File: config.mk
export PLATFORM = sky130hd
export DESIGN_NAME = gcpm_regs
export DESIGN_NICKNAME = d
export VERILOG_FILES = /design/src/pkg/gcpm_pkg.sv /design/src/gcpm_regs.sv
export SDC_FILE = /design/constraint.sdc
export NUM_CORES = 1
export LEC_CHECK = 0
export BUFFER_PORTS_ARGS = -buffer_cell sky130_fd_sc_hd__buf_2
export CAP_MARGIN = 20
export CORE_UTILIZATION = 63
export DETAILED_ROUTE_END_ITERATION = 8
export PLACE_DENSITY_LB_ADDON = 0.12
export SLEW_MARGIN = 20
export SYNTH_ARGS = -nofsm -noshare
export SYNTH_HDL_FRONTEND = slang
export SYNTH_SLANG_ARGS = --single-unit
File: constraint.sdc
create_clock -name I_CLK -period 4.1 [get_ports I_CLK]
set_clock_uncertainty 0.05 [all_clocks]
set_input_delay 0.205 -clock I_CLK [delete_from_list [all_inputs] [get_ports I_CLK]]
set_output_delay 0.205 -clock I_CLK [all_outputs]
set_load 0.02 [all_outputs]
File: src/pkg/gcpm_pkg.sv
// constants for the global interface control and power management registers
// assumes a single 100 MHz system clock shared with the register access port
package gcpm_pkg;

  // register offsets on the internal register access port
  localparam logic [7:0] GCPM_ADDR_GLOBAL_IF   = 8'h0C;
  localparam logic [7:0] GCPM_ADDR_FACTORY     = 8'h0D;
  localparam logic [7:0] GCPM_ADDR_POWER_MODE  = 8'h0E;
  localparam logic [7:0] GCPM_ADDR_SLEEP_DELAY = 8'h0F;

  // field positions
  localparam int GCPM_CLK_SEL_LSB     = 4;
  localparam int GCPM_RESTORE_PRE_BIT = 2;
  localparam int GCPM_TAIL_TAG_BIT    = 1;
  localparam int GCPM_PASS_FC_BIT     = 0;
  localparam int GCPM_PLL_PD_BIT      = 5;
  localparam int GCPM_PM_MODE_LSB     = 3;

  // reset values
  localparam logic [1:0] GCPM_CLK_SEL_RST     = 2'h1;
  localparam logic       GCPM_RESTORE_PRE_RST = 1'h1;
  localparam logic       GCPM_TAIL_TAG_RST    = 1'h0;
  localparam logic       GCPM_PASS_FC_RST     = 1'h0;
  localparam logic       GCPM_PLL_PD_RST      = 1'h0;
  localparam logic [1:0] GCPM_PM_MODE_RST     = 2'h0;
  localparam logic [7:0] GCPM_SLEEP_DELAY_RST = 8'h50;
  localparam logic [7:0] GCPM_FACTORY_RST     = 8'h00;

  // management interface clock select codes
  localparam logic [1:0] GCPM_CLK_41M  = 2'h0;
  localparam logic [1:0] GCPM_CLK_83M  = 2'h1;
  localparam logic [1:0] GCPM_CLK_125M = 2'h2;
  localparam logic [1:0] GCPM_CLK_RSVD = 2'h3;

  // power management mode codes
  localparam logic [1:0] GCPM_PM_NORMAL = 2'h0;
  localparam logic [1:0] GCPM_PM_ENERGY = 2'h1;
  localparam logic [1:0] GCPM_PM_SOFT   = 2'h2;
  localparam logic [1:0] GCPM_PM_SAVING = 2'h3;

  // timing
  localparam int GCPM_CLK_FREQ_HZ      = 100_000_000;
  localparam int GCPM_SLEEP_UNIT_MS    = 20;
  localparam int GCPM_SLEEP_UNIT_CYCLES =
    GCPM_CLK_FREQ_HZ / 1000 * GCPM_SLEEP_UNIT_MS;
  localparam int GCPM_SOFT_SETTLE_CYCLES = 16;

  typedef enum logic [4:0]
  {
    GCPM_ST_NORMAL   = 5'h01,
    GCPM_ST_ED_AWAKE = 5'h02,
    GCPM_ST_ED_SLEEP = 5'h04,
    GCPM_ST_SOFT_OFF = 5'h08,
    GCPM_ST_SAVING   = 5'h10
  } gcpm_pstate_e;

endpackage

File: src/gcpm_regs.sv
// global interface control, factory test and power management registers
// assumes register accesses arrive already decoded from the spi/smi engine,
// synchronous to I_CLK, and that strap and energy inputs are synchronous too
`timescale 1ns/100ps
`default_nettype none

module gcpm_regs
  import gcpm_pkg::*;
#(
  parameter int SLEEP_TICK_CYCLES = GCPM_SLEEP_UNIT_CYCLES
)
(
  input  wire logic       I_CLK,
  input  wire logic       I_RESET,
  input  wire logic [7:0] I_REG_ADDR,
  input  wire logic       I_REG_WR,
  input  wire logic [7:0] I_REG_WDATA,
  input  wire logic       I_REG_RD,
  output var  logic [7:0] O_REG_RDATA,
  output var  logic       O_REG_RVALID,
  output var  logic       O_REG_HIT,
  input  wire logic       I_STRAP_PM_N,
  input  wire logic       I_PORT5_10M,
  input  wire logic       I_ENERGY_PRESENT,
  output var  logic [1:0] O_MGMT_CLK_SEL,
  output var  logic       O_PORT5_RESTORE_PREAMBLE,
  output var  logic       O_PORT5_TAIL_TAG,
  output var  logic       O_PASS_FLOW_CTRL,
  output var  logic       O_PLL_PD_ENABLE,
  output var  logic       O_PM_NORMAL,
  output var  logic       O_PM_ENERGY_DETECT,
  output var  logic       O_PM_SOFT_OFF,
  output var  logic       O_PM_POWER_SAVING,
  output var  logic       O_LOW_POWER
);

  localparam logic [31:0] TICK_LAST = 32'(SLEEP_TICK_CYCLES - 1);
  localparam logic [4:0]  SETTLE_LAST = 5'(GCPM_SOFT_SETTLE_CYCLES - 1);

  logic [1:0]   clk_sel;
  logic         restore_pre;
  logic         tail_tag;
  logic         pass_fc;
  logic         pll_pd;
  logic [1:0]   pm_mode;
  logic [7:0]   sleep_delay;
  logic         strap_pending;
  logic         soft_pending;
  logic [4:0]   soft_cnt;
  logic [31:0]  tick_cnt;
  logic [7:0]   idle_ticks;
  logic         idle_reached;
  gcpm_pstate_e pstate;
  gcpm_pstate_e next_pstate;

  logic wr_global;
  logic wr_power;
  logic wr_sleep;
  logic rd_power;

  assign wr_global = I_REG_WR && (I_REG_ADDR == GCPM_ADDR_GLOBAL_IF);
  assign wr_power  = I_REG_WR && (I_REG_ADDR == GCPM_ADDR_POWER_MODE);
  assign wr_sleep  = I_REG_WR && (I_REG_ADDR == GCPM_ADDR_SLEEP_DELAY);
  assign rd_power  = I_REG_RD && (I_REG_ADDR == GCPM_ADDR_POWER_MODE);

  // global interface control: the reserved clock code is refused and the
  // previous speed kept, so the management engine never loses its clock
  always_ff @(posedge I_CLK or posedge I_RESET)
  begin
    if (I_RESET)
    begin
      clk_sel     <= GCPM_CLK_SEL_RST;
      restore_pre <= GCPM_RESTORE_PRE_RST;
      tail_tag    <= GCPM_TAIL_TAG_RST;
      pass_fc     <= GCPM_PASS_FC_RST;
    end
    else if (wr_global)
    begin
      if (I_REG_WDATA[GCPM_CLK_SEL_LSB +: 2] != GCPM_CLK_RSVD)
        clk_sel <= I_REG_WDATA[GCPM_CLK_SEL_LSB +: 2];
      restore_pre <= I_REG_WDATA[GCPM_RESTORE_PRE_BIT];
      tail_tag    <= I_REG_WDATA[GCPM_TAIL_TAG_BIT];
      pass_fc     <= I_REG_WDATA[GCPM_PASS_FC_BIT];
    end
  end

  always_ff @(posedge I_CLK or posedge I_RESET)
  begin
    if (I_RESET)
      pll_pd <= GCPM_PLL_PD_RST;
    else if (wr_power)
      pll_pd <= I_REG_WDATA[GCPM_PLL_PD_BIT];
  end

  always_ff @(posedge I_CLK or posedge I_RESET)
  begin
    if (I_RESET)
      sleep_delay <= GCPM_SLEEP_DELAY_RST;
    else if (wr_sleep)
      sleep_delay <= I_REG_WDATA;
  end

  // mode field: strap is sampled at the first edge after reset release,
  // since an asynchronous reset may only load a constant
  always_ff @(posedge I_CLK or posedge I_RESET)
  begin
    if (I_RESET)
    begin
      strap_pending <= 1'h1;
      pm_mode       <= GCPM_PM_MODE_RST;
    end
    else if (strap_pending)
    begin
      strap_pending <= 1'h0;
      pm_mode <= I_STRAP_PM_N ? GCPM_PM_NORMAL : GCPM_PM_ENERGY;
    end
    // a mode write in the last settle cycle replaces the pending request
    else if (soft_pending && !rd_power && !wr_power &&
             soft_cnt == SETTLE_LAST)
      pm_mode <= GCPM_PM_SOFT;
    else if (wr_power &&
             I_REG_WDATA[GCPM_PM_MODE_LSB +: 2] != GCPM_PM_SOFT)
      pm_mode <= I_REG_WDATA[GCPM_PM_MODE_LSB +: 2];
  end

  // soft off is held back for a settle window; a read of the mode register
  // inside the window cancels it, as the host is told to avoid read-back
  always_ff @(posedge I_CLK or posedge I_RESET)
  begin
    if (I_RESET)
    begin
      soft_pending <= 1'h0;
      soft_cnt     <= 5'h00;
    end
    else if (wr_power && !strap_pending)
    begin
      soft_pending <=
        (I_REG_WDATA[GCPM_PM_MODE_LSB +: 2] == GCPM_PM_SOFT);
      soft_cnt <= 5'h00;
    end
    else if (soft_pending)
    begin
      if (rd_power || soft_cnt == SETTLE_LAST)
        soft_pending <= 1'h0;
      soft_cnt <= soft_cnt + 5'h01;
    end
  end

  // idle timer: the unit divider restarts whenever energy is seen, so a
  // counted unit is always a full unit of continuous silence
  always_ff @(posedge I_CLK or posedge I_RESET)
  begin
    if (I_RESET)
    begin
      tick_cnt   <= 32'h00000000;
      idle_ticks <= 8'h00;
    end
    else if (I_ENERGY_PRESENT || pm_mode != GCPM_PM_ENERGY)
    begin
      tick_cnt   <= 32'h00000000;
      idle_ticks <= 8'h00;
    end
    else if (tick_cnt == TICK_LAST)
    begin
      tick_cnt <= 32'h00000000;
      if (idle_ticks != 8'hFF)
        idle_ticks <= idle_ticks + 8'h01;
    end
    else
      tick_cnt <= tick_cnt + 32'h00000001;
  end

  assign idle_reached = (idle_ticks >= sleep_delay) && !I_ENERGY_PRESENT;

  always_comb
  begin
    next_pstate = pstate;
    unique case (pstate)
      GCPM_ST_NORMAL,
      GCPM_ST_SOFT_OFF,
      GCPM_ST_SAVING:
      begin
        unique case (pm_mode)
          GCPM_PM_NORMAL: next_pstate = GCPM_ST_NORMAL;
          GCPM_PM_ENERGY: next_pstate = GCPM_ST_ED_AWAKE;
          GCPM_PM_SOFT:   next_pstate = GCPM_ST_SOFT_OFF;
          GCPM_PM_SAVING: next_pstate = GCPM_ST_SAVING;
        endcase
      end
      GCPM_ST_ED_AWAKE:
      begin
        if (pm_mode != GCPM_PM_ENERGY)
          next_pstate = GCPM_ST_NORMAL;
        else if (idle_reached)
          next_pstate = GCPM_ST_ED_SLEEP;
      end
      GCPM_ST_ED_SLEEP:
      begin
        if (pm_mode != GCPM_PM_ENERGY || I_ENERGY_PRESENT)
          next_pstate = GCPM_ST_ED_AWAKE;
      end
      default: next_pstate = GCPM_ST_NORMAL;
    endcase
  end

  always_ff @(posedge I_CLK or posedge I_RESET)
  begin
    if (I_RESET)
      pstate <= GCPM_ST_NORMAL;
    else
      pstate <= next_pstate;
  end

  // mode outputs follow the state register one edge later
  always_ff @(posedge I_CLK or posedge I_RESET)
  begin
    if (I_RESET)
    begin
      O_PM_NORMAL        <= 1'h1;
      O_PM_ENERGY_DETECT <= 1'h0;
      O_PM_SOFT_OFF      <= 1'h0;
      O_PM_POWER_SAVING  <= 1'h0;
      O_LOW_POWER        <= 1'h0;
    end
    else
    begin
      O_PM_NORMAL        <= (pstate == GCPM_ST_NORMAL);
      O_PM_ENERGY_DETECT <= (pstate == GCPM_ST_ED_AWAKE) ||
                            (pstate == GCPM_ST_ED_SLEEP);
      O_PM_SOFT_OFF      <= (pstate == GCPM_ST_SOFT_OFF);
      O_PM_POWER_SAVING  <= (pstate == GCPM_ST_SAVING);
      O_LOW_POWER        <= (pstate == GCPM_ST_ED_SLEEP);
    end
  end

  // control outputs are registered from the fields; restore preamble is gated by I_PORT5_10M and the pll bit is inverted
  always_ff @(posedge I_CLK or posedge I_RESET)
  begin
    if (I_RESET)
    begin
      O_MGMT_CLK_SEL           <= GCPM_CLK_SEL_RST;
      O_PORT5_RESTORE_PREAMBLE <= 1'h0;
      O_PORT5_TAIL_TAG         <= GCPM_TAIL_TAG_RST;
      O_PASS_FLOW_CTRL         <= GCPM_PASS_FC_RST;
      O_PLL_PD_ENABLE          <= 1'h0;
    end
    else
    begin
      O_MGMT_CLK_SEL           <= clk_sel;
      O_PORT5_RESTORE_PREAMBLE <= restore_pre && I_PORT5_10M;
      O_PORT5_TAIL_TAG         <= tail_tag;
      O_PASS_FLOW_CTRL         <= pass_fc;
      O_PLL_PD_ENABLE          <= !pll_pd;
    end
  end

  // read port: data one edge after the strobe; unmapped offsets answer zero
  always_ff @(posedge I_CLK or posedge I_RESET)
  begin
    if (I_RESET)
    begin
      O_REG_RDATA  <= 8'h00;
      O_REG_RVALID <= 1'h0;
      O_REG_HIT    <= 1'h0;
    end
    else
    begin
      O_REG_RVALID <= I_REG_RD;
      O_REG_HIT    <= 1'h0;
      O_REG_RDATA  <= 8'h00;
      if (I_REG_RD)
      begin
        unique case (I_REG_ADDR)
          GCPM_ADDR_GLOBAL_IF:
          begin
            O_REG_HIT   <= 1'h1;
            O_REG_RDATA <= {2'h0, clk_sel, 1'h0, restore_pre, tail_tag,
                            pass_fc};
          end
          GCPM_ADDR_FACTORY:
          begin
            O_REG_HIT   <= 1'h1;
            O_REG_RDATA <= GCPM_FACTORY_RST;
          end
          GCPM_ADDR_POWER_MODE:
          begin
            O_REG_HIT   <= 1'h1;
            O_REG_RDATA <= {2'h0, pll_pd, pm_mode, 3'h0};
          end
          GCPM_ADDR_SLEEP_DELAY:
          begin
            O_REG_HIT   <= 1'h1;
            O_REG_RDATA <= sleep_delay;
          end
          default:
          begin
            O_REG_HIT   <= 1'h0;
            O_REG_RDATA <= 8'h00;
          end
        endcase
      end
    end
  end

endmodule

`default_nettype wire

* Word level (Yosys, flattened, before mapping)
Index checks and enable logic that the tools add are counted.
** Cells by class
- Order comparisons :: 1
- Add/subtract/negate cells :: 3
- Multiplexer cells :: 23
- Reductions and logical operators :: 29
- Equal/unequal tests :: 21
** Operator list (count)
- 32-bit 2-to-1 mux :: 2
- 32-bit by 1-bit adder with 32-bit output, second input constant :: 1
- 32-bit by 21-bit == test with 1-bit output, second input constant :: 1
- 8-bit by 4-bit == test with 1-bit output, second input constant :: 4
- 8-bit 2-to-1 mux :: 4
- 5-bit 2-to-1 mux :: 5
- 8-bit one-hot mux with 3 select lines :: 1
- 5-bit one-hot mux with 4 select lines :: 1
- 5-bit one-hot mux with 3 select lines :: 1
- 1-bit logical AND :: 11
- 5-bit by 4-bit == test with 1-bit output, second input constant :: 2
- 8-bit by 1-bit adder with 8-bit output, second input constant :: 1
- 8-bit >= comparator :: 1
- 8-bit inequality test, second input constant :: 1
- 2-bit == test, second input constant :: 3
- 1-bit 2-to-1 mux :: 6
- 2-bit 2-to-1 mux :: 3
- 2-bit inequality test, second input constant :: 3
- 2-bit AND reduction :: 3
- 2-bit nonzero test :: 3
- 5-bit by 1-bit adder with 5-bit output, second input constant :: 1
- 5-bit by 1-bit == test with 1-bit output, second input constant :: 1
- 5-bit by 2-bit == test with 1-bit output, second input constant :: 1
- 5-bit by 3-bit == test with 1-bit output, second input constant :: 1
- 10 further kinds :: 16
** Storage, ports and cells
- Word-level logic and storage cells :: 103
- Bits of input ports :: 23
- Flip-flop bits (word level) :: 89
- Output and inout port bits :: 21

* Logic depth before layout (Yosys ltp)
- Depth after elaboration :: 8
- Depth in mapped cells :: 7

* Worst setup path after synthesis
No wires, ideal clock.
- Path type :: register to register
- From :: reg sleep_delay[6]
- To :: reg pstate[2]
- Setup time :: 0.122 ns
- Arrival time :: 1.629 ns
- Required time :: 3.928 ns
- Path buffers :: 0
- Cell stages (with the launch flop) :: 8
- Clock period less this slack :: 1.800 ns
- Slack :: 2.300 ns
- Cells stage by stage :: dfstp_2 -> inv_1 -> ha_1 -> a21o_1 -> a21oi_1 -> nor2b_1 -> a221oi_1 -> a32o_1
** Between the ends
- Word-level cells in the longest chain between the ends :: 4
** RTL lines
- start: declaration :: RTL line gcpm_regs.sv:46 : logic [7:0] sleep_delay;
- start signal: assignment :: RTL line gcpm_regs.sv:98 : sleep_delay <= GCPM_SLEEP_DELAY_RST;
- start signal: assignment :: RTL line gcpm_regs.sv:100 : sleep_delay <= I_REG_WDATA;
- 8-bit >= comparator :: RTL line gcpm_regs.sv:173 : assign idle_reached = (idle_ticks >= sleep_delay) && !I_ENERGY_PRESENT;
- 1-bit logical AND :: RTL line gcpm_regs.sv:173
- 3-bit inequality test (no line)
- 2-bit AND reduction (no line)
- end signal: assignment :: RTL line gcpm_regs.sv:211 : pstate <= next_pstate;
- end: declaration :: RTL line gcpm_regs.sv:53 : gcpm_pstate_e pstate;
Every way passes these cells.
A chain may end at the register's enable or synchronous reset.

* Worst setup path in the final report
- From :: reg tick_cnt[23]
- To :: reg tick_cnt[20]
** Between the ends
- Word-level cells in the longest chain between the ends :: 3
** RTL lines
- start: declaration :: RTL line gcpm_regs.sv:50 : logic [31:0] tick_cnt;
- start signal: assignment :: RTL line gcpm_regs.sv:170 : tick_cnt <= tick_cnt + 32'h00000001;
- 32-bit by 21-bit == test with 1-bit output :: RTL line gcpm_regs.sv:163 : else if (tick_cnt == TICK_LAST)
- 32-bit 2-to-1 mux :: RTL line gcpm_regs.sv:163
- 32-bit 2-to-1 mux :: RTL line gcpm_regs.sv:158 : else if (I_ENERGY_PRESENT || pm_mode != GCPM_PM_ENERGY)
Every way passes these cells.

==> flow_summary.toml <==
[finish]
seq_area_sq_um = 2237
final_util_pct = 73.91
drive_gt1_share_pct = 18.53
multi_input_area_sq_um = 1894
design_area_sq_um = 4747
layout.nets = 494
area_growth_pct = 11.52
n_fill_cell = 474
antenna_cells = 0

[timing]
finalSetupViolations = 0
rsz0062_at_grt = "no"
fin_crit_sh_pct = 51.52
worst_slack_ns = 1.988
worst_slew_pin_slew_ns = 0.7266
slew_headroom_pct = 51.56
fin_crit_ns = 2.112
setup_tns_ns = 0
drv_slew = 0
fmax_ghz = 0.4734
whs_ns = 0.01178
hold_violations = 0

[clock_tree]
cts_resized = 0
clk_path_buf_depth = 2
tritoncts = "yes"
cts_sinks = 89
numCtsBuffers = 9
root_buffer = "clkbuf_8"
clk_pin_slew_ns = 0.08
cts-htree-levels = 3
clock_latency_ns = 0.35

[place]
dp_slack_ns = 2.026
gp_congestion = 0.7953
placed_area_sq_um = 4519
io_buffers = 43
hpwl_mm = 5.877

[status]
outcome = "finished, violations left"
violations = "DRC"

[yosys]
dominantRegCellSynth = "dfrtp_1"
async_reset_ff_share_pct = 100.0
syn_avg_cell_area_sq_um = 10.28
synth_warnings = 0
syn-num-nets = 449
yosysMostFrequentCell = "dfrtp_1"
synth_cells = 414
yosys.area.top_type = "dfrtp_1"
ys_ff_latch = 89
ys_types = 55
synth_edf_count = 0
syn_area_sq_um = 4257
synth.top_cells.by_count = "dfrtp_1, nor2_1, nand2_1, xnor2_1"
ys_top_cells_by_area = "dfrtp_1, nor2_1, dfstp_2"
yosysTopAreaCellShare_pct = 47.62
ys_seq_area_share_pct = 52.56

[global_route]
grt_pass1_wl_mm = 14.21
grt_pass1_vias = 3193
top_usage_layer = "met2"
antenna_found_initial = 0
overflow = 0
use_met3_pct = 5.113
grt_start_max_net_pins = 62
use_met1_pct = 35.42
grt_util_met2_pct = 40.61
track_usage_pct = 25.51

[pwr]
clkPwrFrac_pct = 33.9
p_switching_uw = 449.8
irDropWorstVdd_uv = 265.1
p_sw_share_pct = 25.55
combPwrFrac_pct = 11.0
internal_power_mw = 1.311
seq_power_share_pct = 55.1
leakage_nw = 2.165
powerDensity_nw_per_um2 = 370.8

[die]
core_sq_um = 6422
dieArea_sq_um = 7089
die-height_um = 84.20
num_rows = 29
fp.dieW_um = 84.20
start_util_pct = 66.28
ios = 44

[critical_path]
cp-end-kind = "flop"
cp_max_fo = 28
start_kind = "flop"
path_cells = "nor4b_1 > and4_2 > nand3_1 > nand2_2 > nor2_1"
crit_slowest_cell = "nand2_2"
cp_slowest_stage_delay_ns = 0.45
crit_required_ns = 4.26
crit_arrival_ns = 2.27
path_class = "reg -> reg"

[detailed_routing]
wire_per_inst_um = 15.42
first_pass_iters = 7
vias = 3190
drcViolationCount = 2
finalWirelength_mm = 8.344
avgViaCountPerCell = 5.896
final_antenna_net_count = 0
drtIter0Drc = 209

[hold_path]
hold_class = "in -> reg"

[flow_run]
cap_violations = 0
==> placed cells by master, fill, tap and decap left out, types with 9 or more instances in the layout <==
cell type | synthesis | routed
nor2_1 | 60 | 60
or3_1 | 9 | 9
a21oi_1 | 10 | 10
nand2_1 | 25 | 25
buf_2 | 7 | 43
dfrtp_1 | 81 | 81
nor4_1 | 12 | 12
xnor2_1 | 21 | 21
o21ai_0 | 19 | 19
and3_1 | 14 | 14
clkbuf_8 | 0 | 10
inv_1 | 18 | 17
xor2_1 | 11 | 11
ha_1 | 12 | 12
nand3_1 | 19 | 19
==> cell families after synthesis <==
family          after synthesis  synth area share [%]
simple gates                191                 24.78
mux                          10                 2.498
xor+xnor                     32                 6.584
compound gates               48                 7.026
other cells                   1               0.08810
fa+ha+maj                    12                 3.527
buf+inv                      31                 2.939
flops                        89                 52.56
==> layout make-up <==
cell class	instances	share of cell area, %
Clock buffer	11	2.978
Clock inverter	5	1.160
Inverter	18	1.476
Multi-Input combinational cell	294	39.91
Sequential cell	89	47.13
Tap cell	77	2.030
Timing Repair Buffer	47	5.324
==> registers in the layout, indices dropped and copies added, names as in the netlist, 2 cells and up <==
name            flops
O_MGMT_CLK_SEL      2
sleep_delay         8
clk_sel             2
pstate              5
soft_cnt            5
tick_cnt           32
idle_ticks          8
pm_mode             2
O_REG_RDATA         8
==> power groups by stage <==
stage | registers [mW] | logic (mW) | clock network (mW)
floorplan | 0.993 | 0.124 | 0
global placement | 0.985 | 0.183 | 0
detailed placement | 0.988 | 0.193 | 0
CTS | 0.970 | 0.195 | 0.603
global route | 0.976 | 0.219 | 0.634
finish | 0.970 | 0.194 | 0.596
==> per-layer routing <==
| metal | share of wire [%] | vias to the layer above |
|---|---|---|
| li1 | - | 1533 |
| met1 | 46 | 1559 |
| met2 | 48 | 82 |
| met4 | 1.7 | 0 |
| met5 | 0 | - |
| met3 | 5.1 | 16 |
==> repair_timing <==
| action | in CTS | in global routing |
|---|---|---|
| hold buffers | 2 | 1 |
| setup buffers | 0 | 0 |
| endpoints found under the hold margin | 2 | 15 |
| setup endpoints to repair | 0 | 0 |
==> critical path: cells and delay by family (launching register included) <==
family / cells / cell delay (ns)
AND/OR/NAND/NOR: 5 / 1.47
flip-flops: 1 / 0.44
==> through the flow <==
stage	std cells	power [mW]
2_1_floorplan	414	1.117
3_3_place_gp	522	1.168
3_5_place_dp	522	1.180
4_1_cts	540	1.769
5_1_grt	541	1.828
6_report	541	1.760
==> worst paths after layout <==
check | slack, ns | cells past startpoint | endpoint | from
worst min-delay path | 0.01 | 2 | O_PORT5_RESTORE_PREAMBLE$_DFF_PP0_ | I_PORT5_10M
worst min register to register | 0.34 | 0 | O_MGMT_CLK_SEL[0]$_DFF_PP1_ | clk_sel[0]$_DFFE_PP1P_
min in group asynchronous | 0.47 | 3 | O_MGMT_CLK_SEL[1]$_DFF_PP0_ | I_RESET
worst max-delay path | 1.99 | 5 | tick_cnt[20]$_DFF_PP0_ | tick_cnt[23]$_DFF_PP0_
worst max register to register | 1.99 | 5 | tick_cnt[20]$_DFF_PP0_ | tick_cnt[23]$_DFF_PP0_
max in group asynchronous | 2.62 | 4 | sleep_delay[6]$_DFFE_PP1P_ | I_RESET
Power figures use the tool's default switching activity.
